## config.mk

```make
export PLATFORM = sky130hd
export DESIGN_NAME = tpio_top
export DESIGN_NICKNAME = d
export VERILOG_FILES = /design/src/hdl/tpio_pkg.sv /design/src/hdl/tpio_pin_bank.sv /design/src/hdl/tpio_top.sv
export VERILOG_INCLUDE_DIRS = /design/src /design/src/hdl
export SDC_FILE = /design/constraint.sdc
export NUM_CORES = 1
export LEC_CHECK = 0
export ABC_AREA = 0
export BUFFER_PORTS_ARGS = -buffer_cell sky130_fd_sc_hd__clkbuf_2
export CAP_MARGIN = 20
export CELL_PAD_IN_SITES_DETAIL_PLACEMENT = 0
export CELL_PAD_IN_SITES_GLOBAL_PLACEMENT = 2
export CORE_ASPECT_RATIO = 1.4
export CORE_MARGIN = 10
export CORE_UTILIZATION = 30
export DETAILED_ROUTE_END_ITERATION = 8
export PLACE_DENSITY_LB_ADDON = 0.1
export SKIP_CTS_REPAIR_TIMING = 1
export SKIP_LAST_GASP = 1
export SLEW_MARGIN = 20
export SYNTH_ARGS = -nofsm -noshare
export SYNTH_HDL_FRONTEND = slang
export SYNTH_SLANG_ARGS = --single-unit
```

## constraint.sdc

```tcl
create_clock -name ref_clk_i -period 3.5 [get_ports ref_clk_i]
set_clock_uncertainty 0.05 [all_clocks]
set_input_delay 0.35 -clock ref_clk_i [delete_from_list [all_inputs] [get_ports ref_clk_i]]
set_output_delay 0.35 -clock ref_clk_i [all_outputs]
set_load 0.03 [all_outputs]
```

## src/hdl/tpio_map.svh

```systemverilog
/*
  Register indices, field positions and reset values of the port block.
  Assumes a word-wide bus slave that multiplies each index by four.
*/
`ifndef TPIO_MAP_SVH
`define TPIO_MAP_SVH

`define TPIO_IDX_W          13
`define TPIO_IDX_SER_LATCH  13'h0004
`define TPIO_IDX_MOT_LATCH  13'h0005
`define TPIO_IDX_ANA_LATCH  13'h0006
`define TPIO_IDX_SER_DRAIN  13'h1f84
`define TPIO_IDX_MOT_DRAIN  13'h1f85
`define TPIO_IDX_SER_DIR    13'h1f8a
`define TPIO_IDX_MOT_DIR    13'h1f8b
`define TPIO_IDX_ANA_DIR    13'h1f8c
`define TPIO_IDX_CONV_CTL   13'h1f90

`define TPIO_RMW_ALIAS_BIT  16
`define TPIO_ADS_BIT        5
`define TPIO_CHAN_MSB       3
`define TPIO_CHAN_LSB       0

`define TPIO_PORT_RST       8'h00
`define TPIO_ADS_RST        1'b1
`define TPIO_CHAN_RST       4'h0

`endif

```

## src/hdl/tpio_pkg.sv

```systemverilog
/*
  Types shared by the port block files.
  Assumes ports of eight pins each.
*/
package tpio_pkg;

  typedef struct packed {
    logic [7:0] o;
    logic [7:0] oe;
  } tpio_pad_type;

  typedef struct packed {
    logic [7:0] latch;
    logic [7:0] dir;
    logic [7:0] drain;
  } tpio_port_cfg_type;

  typedef enum logic [1:0] {
    TPIO_IDLE   = 2'b00,
    TPIO_BUSY   = 2'b01,
    TPIO_NONSEQ = 2'b10,
    TPIO_SEQ    = 2'b11
  } tpio_htrans_type;

endpackage

```

## src/hdl/tpio_pin_bank.sv

```systemverilog
/*
  Pin drivers and read view of one eight-pin port.
  Assumes the pad ring resolves level from output and enable.
*/
`timescale 1ns/1ps
module tpio_pin_bank
  import tpio_pkg::*;
(
  input  wire tpio_port_cfg_type cfg_i,
  input  wire logic [7:0]        pin_i,
  input  wire logic              rmw_i,
  output tpio_pad_type           pad_o,
  output logic [7:0]             rd_o
);

  // RL3: open drain only pulls low.
  assign pad_o.o  = cfg_i.latch & ~cfg_i.drain;
  // RL21: drive only output bits.
  assign pad_o.oe = cfg_i.dir & (~cfg_i.drain | ~cfg_i.latch);

  // RL5: latch view for drain bits.
  assign rd_o = rmw_i ? ((cfg_i.drain & cfg_i.latch) |
                         (~cfg_i.drain & pin_i))
                      : pin_i;

endmodule

```

## src/hdl/tpio_top.sv

```systemverilog
/*
  Three eight-pin ports behind an AHB-Lite slave: serial-shared,
  motor and analog-shared. Assumes a single word-wide master and a
  converter that reads the analog enables and channel outputs.
*/
// Register access over AHB-Lite was chosen for this implementation.
// Behaviour
// RL1: Serial port direction per pin, resets to 0 meaning input.
// RL2: Serial port output latch resets to all zeros.
// RL3: Drain select 0 gives tri-state, 1 gives pull-low open drain.
// RL4: Serial port drain select resets to 0.
// RL5: Read-modify-write read returns latch on drain bits, else pins.
// RL6: Software sets timer pin as output for plain timer use.
// RL7: Motor port direction and latch reset to 0.
// RL8: Motor port drain select resets to 0.
// RL9: Software writes 1 to latches of motor circuit output pins.
// RL10: Software disables second emergency stop before general use.
// RL11: Analog port regs reset to 0, disable flag 1, reads low.
// RL12: Analog pin with direction 0 and latch 1 is digital input.
// RL13: Direction 0, latch 0, flag 0 is analog; clearing flag starts.
// RL14: Analog pin with direction 1 drives its latch.
// RL15: Analog port bit with latch 0 reads 0.
// RL16: Converter channel select picks the converted pin.
// RL17: Software clears latches of analog pins, never outputs them.
// RL18: Software avoids output writes on the port during conversion.
// RL19: Software sets bit 7 latch for debug output.
// RL20: Software avoids bit writes while any analog port bit inputs.
// RL21: Latch reaches pins only on output bits; open drain 1 releases.
`timescale 1ns/1ps
`include "tpio_map.svh"
module tpio_top
  import tpio_pkg::*;
(
  input  wire logic        ref_clk_i,
  input  wire logic        sys_rst_i,
  input  wire logic        hsel_i,
  input  wire logic [31:0] haddr_i,
  input  wire logic [1:0]  htrans_i,
  input  wire logic        hwrite_i,
  input  wire logic [2:0]  hsize_i,
  input  wire logic [31:0] hwdata_i,
  input  wire logic        hready_i,
  output logic             hreadyout_o,
  output logic             hresp_o,
  output logic [31:0]      hrdata_o,
  input  wire logic [7:0]  ser_pin_i,
  output logic [7:0]       ser_pin_o,
  output logic [7:0]       ser_pin_oe_o,
  input  wire logic [7:0]  mot_pin_i,
  output logic [7:0]       mot_pin_o,
  output logic [7:0]       mot_pin_oe_o,
  input  wire logic [7:0]  ana_pin_i,
  output logic [7:0]       ana_pin_o,
  output logic [7:0]       ana_pin_oe_o,
  output logic [7:0]       ana_dig_en_o,
  output logic [7:0]       ana_analog_en_o,
  output logic [3:0]       conv_chan_o,
  output logic             conv_start_o
);

  function automatic logic idx_hit(input logic [12:0] a,
                                   input logic [12:0] b);
    return a == b;
  endfunction

  tpio_port_cfg_type ser_cfg;
  tpio_port_cfg_type mot_cfg;
  tpio_port_cfg_type ana_cfg;
  tpio_pad_type      ser_pad;
  tpio_pad_type      mot_pad;
  tpio_pad_type      ana_pad;
  logic [7:0]        ser_rd;
  logic [7:0]        mot_rd;
  logic [7:0]        ana_rd;
  logic              ads;
  logic [3:0]        chan;
  logic              wr_pend;
  logic [12:0]       wr_idx;
  logic [31:0]       rd_mux;

  wire              addr_take = hsel_i & hready_i & htrans_i[1];
  wire              rd_take   = addr_take & ~hwrite_i;
  wire              wr_take   = addr_take & hwrite_i;
  wire [12:0]       a_idx     = haddr_i[14:2];
  wire              rmw_view  = haddr_i[`TPIO_RMW_ALIAS_BIT];
  wire [7:0]        wd        = hwdata_i[7:0];

  wire wr_ser_latch = wr_pend & idx_hit(wr_idx, `TPIO_IDX_SER_LATCH);
  wire wr_ser_dir   = wr_pend & idx_hit(wr_idx, `TPIO_IDX_SER_DIR);
  wire wr_ser_drain = wr_pend & idx_hit(wr_idx, `TPIO_IDX_SER_DRAIN);
  wire wr_mot_latch = wr_pend & idx_hit(wr_idx, `TPIO_IDX_MOT_LATCH);
  wire wr_mot_dir   = wr_pend & idx_hit(wr_idx, `TPIO_IDX_MOT_DIR);
  wire wr_mot_drain = wr_pend & idx_hit(wr_idx, `TPIO_IDX_MOT_DRAIN);
  wire wr_ana_latch = wr_pend & idx_hit(wr_idx, `TPIO_IDX_ANA_LATCH);
  wire wr_ana_dir   = wr_pend & idx_hit(wr_idx, `TPIO_IDX_ANA_DIR);
  wire wr_conv      = wr_pend & idx_hit(wr_idx, `TPIO_IDX_CONV_CTL);

  // The slave never stalls, so every transfer has one data cycle.
  assign hreadyout_o = 1'b1;
  assign hresp_o     = 1'b0;

  always_ff @(posedge ref_clk_i or posedge sys_rst_i) begin
    if (sys_rst_i) begin
      wr_pend <= 1'b0;
      wr_idx  <= 13'h0000;
    end else if (hready_i) begin
      wr_pend <= wr_take;
      wr_idx  <= a_idx;
    end
  end

  // RL1: serial direction reset and write.
  // RL2: serial latch reset and write.
  // RL4: serial drain select reset.
  always_ff @(posedge ref_clk_i or posedge sys_rst_i) begin
    if (sys_rst_i) begin
      ser_cfg <= {`TPIO_PORT_RST, `TPIO_PORT_RST, `TPIO_PORT_RST};
    end else begin
      if (wr_ser_latch) ser_cfg.latch <= wd;
      if (wr_ser_dir)   ser_cfg.dir   <= wd;
      if (wr_ser_drain) ser_cfg.drain <= wd;
    end
  end

  // RL7: motor direction and latch reset.
  // RL8: motor drain select reset.
  always_ff @(posedge ref_clk_i or posedge sys_rst_i) begin
    if (sys_rst_i) begin
      mot_cfg <= {`TPIO_PORT_RST, `TPIO_PORT_RST, `TPIO_PORT_RST};
    end else begin
      if (wr_mot_latch) mot_cfg.latch <= wd;
      if (wr_mot_dir)   mot_cfg.dir   <= wd;
      if (wr_mot_drain) mot_cfg.drain <= wd;
    end
  end

  // RL11: analog regs clear, disable flag set.
  always_ff @(posedge ref_clk_i or posedge sys_rst_i) begin
    if (sys_rst_i) begin
      ana_cfg <= {`TPIO_PORT_RST, `TPIO_PORT_RST, `TPIO_PORT_RST};
      ads     <= `TPIO_ADS_RST;
      chan    <= `TPIO_CHAN_RST;
    end else begin
      if (wr_ana_latch) ana_cfg.latch <= wd;
      if (wr_ana_dir)   ana_cfg.dir   <= wd;
      if (wr_conv) begin
        ads  <= hwdata_i[`TPIO_ADS_BIT];
        chan <= hwdata_i[`TPIO_CHAN_MSB:`TPIO_CHAN_LSB];
      end
    end
  end

  // RL13: start pulse on clearing the flag.
  always_ff @(posedge ref_clk_i or posedge sys_rst_i) begin
    if (sys_rst_i) begin
      conv_start_o <= 1'b0;
    end else begin
      conv_start_o <= wr_conv & ads & ~hwdata_i[`TPIO_ADS_BIT];
    end
  end

  tpio_pin_bank u_ser (
    .cfg_i (ser_cfg),
    .pin_i (ser_pin_i),
    .rmw_i (rmw_view),
    .pad_o (ser_pad),
    .rd_o  (ser_rd)
  );

  tpio_pin_bank u_mot (
    .cfg_i (mot_cfg),
    .pin_i (mot_pin_i),
    .rmw_i (rmw_view),
    .pad_o (mot_pad),
    .rd_o  (mot_rd)
  );

  // The analog port has no open-drain choice, so its drain is tied off.
  tpio_pin_bank u_ana (
    .cfg_i ({ana_cfg.latch, ana_cfg.dir, `TPIO_PORT_RST}),
    .pin_i (ana_pin_i),
    .rmw_i (rmw_view),
    .pad_o (ana_pad),
    .rd_o  (ana_rd)
  );

  assign ser_pin_o    = ser_pad.o;
  assign ser_pin_oe_o = ser_pad.oe;
  assign mot_pin_o    = mot_pad.o;
  assign mot_pin_oe_o = mot_pad.oe;
  // RL14: output bits drive the latch.
  assign ana_pin_o    = ana_pad.o;
  assign ana_pin_oe_o = ana_pad.oe;

  // RL12: digital input buffer on latch 1.
  assign ana_dig_en_o    = ~ana_cfg.dir & ana_cfg.latch;
  // RL13: analog path on latch 0, flag 0.
  assign ana_analog_en_o = ~ana_cfg.dir & ~ana_cfg.latch & {8{~ads}};
  // RL16: the written channel select goes to the converter.
  assign conv_chan_o     = chan;

  // RL15: latch 0 bits read low.
  wire [7:0] ana_view = ana_rd & ana_cfg.latch;
  wire [7:0] conv_view = {2'b00, ads, 1'b0, chan};

  assign rd_mux =
    idx_hit(a_idx, `TPIO_IDX_SER_LATCH) ? {24'h00_0000, ser_rd}        :
    idx_hit(a_idx, `TPIO_IDX_SER_DIR)   ? {24'h00_0000, ser_cfg.dir}   :
    idx_hit(a_idx, `TPIO_IDX_SER_DRAIN) ? {24'h00_0000, ser_cfg.drain} :
    idx_hit(a_idx, `TPIO_IDX_MOT_LATCH) ? {24'h00_0000, mot_rd}        :
    idx_hit(a_idx, `TPIO_IDX_MOT_DIR)   ? {24'h00_0000, mot_cfg.dir}   :
    idx_hit(a_idx, `TPIO_IDX_MOT_DRAIN) ? {24'h00_0000, mot_cfg.drain} :
    idx_hit(a_idx, `TPIO_IDX_ANA_LATCH) ? {24'h00_0000, ana_view}      :
    idx_hit(a_idx, `TPIO_IDX_ANA_DIR)   ? {24'h00_0000, ana_cfg.dir}   :
    idx_hit(a_idx, `TPIO_IDX_CONV_CTL)  ? {24'h00_0000, conv_view}     :
    32'h0000_0000;

  // Pins are sampled at the address edge; the data phase shows them.
  always_ff @(posedge ref_clk_i or posedge sys_rst_i) begin
    if (sys_rst_i) begin
      hrdata_o <= 32'h0000_0000;
    end else if (rd_take) begin
      hrdata_o <= rd_mux;
    end
  end
endmodule

```

== Word-level counts from Yosys, hierarchy flattened ==
Cells that the tools add are included.

* Memories: 0
* Latch bits: 0
* Flip-flop bits (word level): 116
* Bits in read-only memories: 0
* Output and inout port bits: 103
* Bits in writable memories: 0
* Input bits: 98

* $mul: 0
* Equality and inequality tests: 18
* $add $sub $neg: 0
* Shifts and indexed selects: 0
* Bitwise gates (word level): 40
* Divide/modulo/power cells: 0
* $lt $le $gt $ge: 0
* Reduce and logical (&&, ||, !) cells: 0
* Muxes and demuxes: 11

{| class="wikitable"
|+ Operator list
! cell !! count
|-
| 13-bit == test (second input constant) || 12
|-
| 8-bit AND || 12
|-
| 8-bit two-way mux || 10
|-
| 13-bit by 3-bit == test with 1-bit output (second input constant) || 6
|-
| 8-bit inverter || 6
|-
| 8-bit OR || 4
|-
| 1-bit AND || 15
|-
| 6-bit two-way mux || 1
|-
| 1-bit inverter || 3
|}

== Logic depth before layout (Yosys ltp) ==
* Depth after elaboration: 10
* Mapped depth: 7
* Gate-level depth less buffers: 5

== By module ==
From an unflattened synthesis, not the netlist that was laid out.

* Cells, all modules: 497
* Area, all modules: 5,459.0 sq um

{| class="wikitable"
|+ Modules (own cells, without submodules)
! module !! cells each !! area each (sq um) !! times used
|-
| tpio_top || 398 || 4,655.7 || 1
|-
| tpio_pin_bank || 33 || 267.8 || 3
|}

== Least setup slack after synthesis ==
OpenSTA, ideal clock, no wires.

* Path kind: reg2reg
* Start point: register wr_idx[5]
* End point: register ser_cfg[16] in the netlist's numbering
* Arrival: 1.986 ns
* Buffers on the path: 1
* Setup slack: 1.339 ns
* Required time: 3.325 ns
* Cell stages (with the launch flop): 7
* Path through: dfrtp_1 or3b_4 nor4b_4 nand3_2 or3_1 buf_4 mux2_4

* Longest elaborated chain between the ends: 2

{| class="wikitable"
|+ RTL lines
! element !! line !! text
|-
| from (decl) || tpio_top.sv:78 || <nowiki>logic [12:0] wr_idx;</nowiki>
|-
| from (signal assigned) || tpio_top.sv:108 || <nowiki>wr_idx <= a_idx;</nowiki>
|-
| 13-bit by 3-bit == test with 1-bit output || tpio_top.sv:63 || <nowiki>return a == b;</nowiki>
|-
| 1-bit AND || tpio_top.sv:88 || <nowiki>wire wr_ser_latch = wr_pend & idx_hit(wr_idx, `TPIO_IDX_SER_LATCH);</nowiki>
|-
| to (signal assigned) || tpio_top.sv:117 || <nowiki>ser_cfg <= {`TPIO_PORT_RST, `TPIO_PORT_RST, `TPIO_PORT_RST};</nowiki>
|-
| to (decl) || tpio_top.sv:66 || <nowiki>tpio_port_cfg_type ser_cfg;</nowiki>
|}

Every way passes these cells.
A chain may end at the register's enable or synchronous reset.

== Worst setup path in the final report ==
* Start point: register wr_idx[5]
* End point: register ser_cfg[17] in the netlist's numbering

The elaborated chain is that of the path after synthesis.

==> flow_metrics.tcl <==
set metrics [dict create \
    post-route-min-period_ps 2510 \
    drv_cap 0 \
    fmax_ghz 0.398 \
    synthArstFlopShare_pct 100 \
    yosysMostFrequentCell "dfrtp_1" \
    cts_root_buf "clkbuf_16" \
    slew-limit-headroom_pct 43.7 \
    clk_latency_ps 350 \
    die_area_sq_mm 0.0231 \
    worst_hold_slack_ps 66.2 \
    wl_per_cell_microns 21.3 \
    finalWeightedCongestion 0.831 \
    grtUsageMet1_pct 18.0 \
    nFillCells 1734 \
    rsz0062_at_grt "false" \
    multi_input_area_sq_mm 0.00269 \
    htreeDepth 3 \
    drc 0 \
    grt_use_met2_pct 27.1 \
    synth.area.top_cells "dfrtp_1 (44%), mux2_2 (16%), buf_4 (3.9%)" \
    finalSetupTns_ps 0 \
    cp-start-kind "flip-flop" \
    via_per_inst 4.97 \
    grt_pass1_vias 4450 \
    grt.busiest_layer "met2" \
    yosys_warnings 0 \
    synth_top_area_cell "dfrtp_1" \
    avgSynthCellArea_sq_um 11.0 \
    cp_data_arrival_time_ps 2700 \
    grt_usage_pct 15.3 \
    antenna_found_initial 0 \
    grt_util_met3_pct 2.74 \
    hold_viol_final 0 \
    portBuffers 128 \
    synthTopCellsByCount "dfrtp_1 (91), mux2_2 (73), nand2_1 (33), buf_4 (27), nor2b_1 (26)" \
    synth_enable_flop_cells 0 \
    hold_class "in2async" \
    ys_seq_area_share_pct 44.3 \
    vdd_ir_drop_max_mv 0.192 \
    power_w 0.00246 \
    numCtsBuffers 9 \
    routed_wirelength_microns 17700 \
    die_height_microns 176 \
    syn_area_sq_mm 0.00520 \
    start_util_pct 30.8 \
    synth_cells 474 \
    final_antenna_net_count 0 \
    dp_hpwl_microns 13700 \
    nNetsFinal 693 \
    crit_required_ps 3690 \
    ios 201 \
    slew_viol_final 0 \
    die_x_microns 131 \
    grt_start_max_net_pins 49 \
    clk_pin_slew_ps 70 \
    floorplan.core_area_sq_mm 0.0169 \
    overflow 0 \
    cts_tree "done" \
    critical_path_class "reg2reg" \
    status "finished, final reports clean" \
    drt_first_iter_violations 288 \
    synth_cell_types 50 \
    row_count 56 \
    cts.sinks 92 \
    netlist.area_leader.share_pct 43.8 \
    vias 4136 \
    finalSetupViolCount 0 \
    p_per_area_mw_per_mm2 393 \
    drive_gt1_share_pct 40.2 \
    synthFlopType "dfrtp_1" \
    leakagePower_nw 2.90 \
    seqCellArea_sq_mm 0.00230 \
    antenna_cells 0 \
    cts_buffer_depth 2 \
    crit_path_max_fanout 8 \
    ys_seq_elements 92 \
    tightest_slew_ps 844 \
    min_period_over_period_pct 71.8 \
    drt_first_pass_iters 4 \
    grt_first_pass_wirelength_microns 27300 \
    area_growth_pct 20.6 \
    crit_path_end_kind "flip-flop" \
]
==> per-stage QoR <==
step,utilization (%),area [sq um],worst slack (ps),instances
floorplan,-,5290,710,498
global placement,35.6,6000,925,816
detailed placement,35.6,6000,838,816
CTS,37.1,6270,969,832
global route,37.1,6270,867,832
finish,37.1,6270,987,832
==> final timing paths <==
path / from / slack [ps] / depth (start not counted) / end
max: wr_idx[5]$_DFFE_PP0P_ / 990 / 5 / ser_cfg[17]$_DFFE_PP0P_
min: sys_rst_i / 70 / 2 / ana_cfg[23]$_DFFE_PP0P_
max reg2reg: wr_idx[5]$_DFFE_PP0P_ / 990 / 5 / ser_cfg[17]$_DFFE_PP0P_
min reg2reg: wr_idx[6]$_DFFE_PP0P_ / 460 / 1 / wr_idx[6]$_DFFE_PP0P_
max in group asynchronous: sys_rst_i / 2530 / 3 / ads$_DFFE_PP1P_
min in group ref_clk_i: haddr_i[11] / 220 / 2 / wr_idx[9]$_DFFE_PP0P_
==> placed cells by master, fill, tap and decap left out, types with 9 or more instances in the layout <==
| cell type | n |
|---|---|
| a21boi_0 | 16 |
| a21oi_1 | 23 |
| clkbuf_16 | 9 |
| clkbuf_2 | 128 |
| conb_1 | 26 |
| dfrtp_1 | 91 |
| mux2_2 | 73 |
| mux2i_1 | 13 |
| nand2_1 | 33 |
| nand4_1 | 17 |
| nor2_1 | 11 |
| nor2b_1 | 26 |
| nor3_1 | 10 |
==> kinds of logic after synthesis <==
logic type | Yosys count | share of synthesized area [%]
and+or+nand+nor | 150 | 17.6
muxes | 94 | 20.6
DFF | 92 | 44.3
AOI/OAI and AO/OA | 84 | 11.5
buffers and inverters | 52 | 5.78
other | 2 | 0.144
==> cell type report <==
| cell class | instances | area share, % |
|---|---|---|
| clock inverter | 2 | 0.160 |
| multi-input combinational | 354 | 42.9 |
| clock buffer | 14 | 4.05 |
| tap | 232 | 4.63 |
| inverter | 3 | 0.200 |
| timing repair buffer | 135 | 11.3 |
| sequential | 92 | 36.8 |
==> power by group <==
group	leakage, nW	internal [W]	total (W)	switching (W)
registers	1.15	0.00112	0.00118	0.0000578
clock network	0.131	0.000500	0.000914	0.000414
logic	1.61	0.000123	0.000371	0.000247
==> state kept, by name, summed over array words and instances, names as in the netlist <==
signal,flops
ads,1
ana_cfg,16
conv_chan_o,4
wr_pend,1
mot_cfg,24
conv_start_o,1
hrdata_o,8
wr_idx,13
ser_cfg,24
==> per-layer routing <==
layer  part of all wire, %  up-vias
met3                   4.4       19
met4                   1.8        0
met5                     0        -
met1                    42     2049
met2                    52      112
li1                      -     1956
==> worst max-delay path, stage by stage (launching register included) <==
cell	delay [ps]
dfrtp_1	380
or3b_4	420
nor4b_4	290
nand3_2	210
or3_1	650
mux2_4	400
Power figures use the tool's default switching activity.
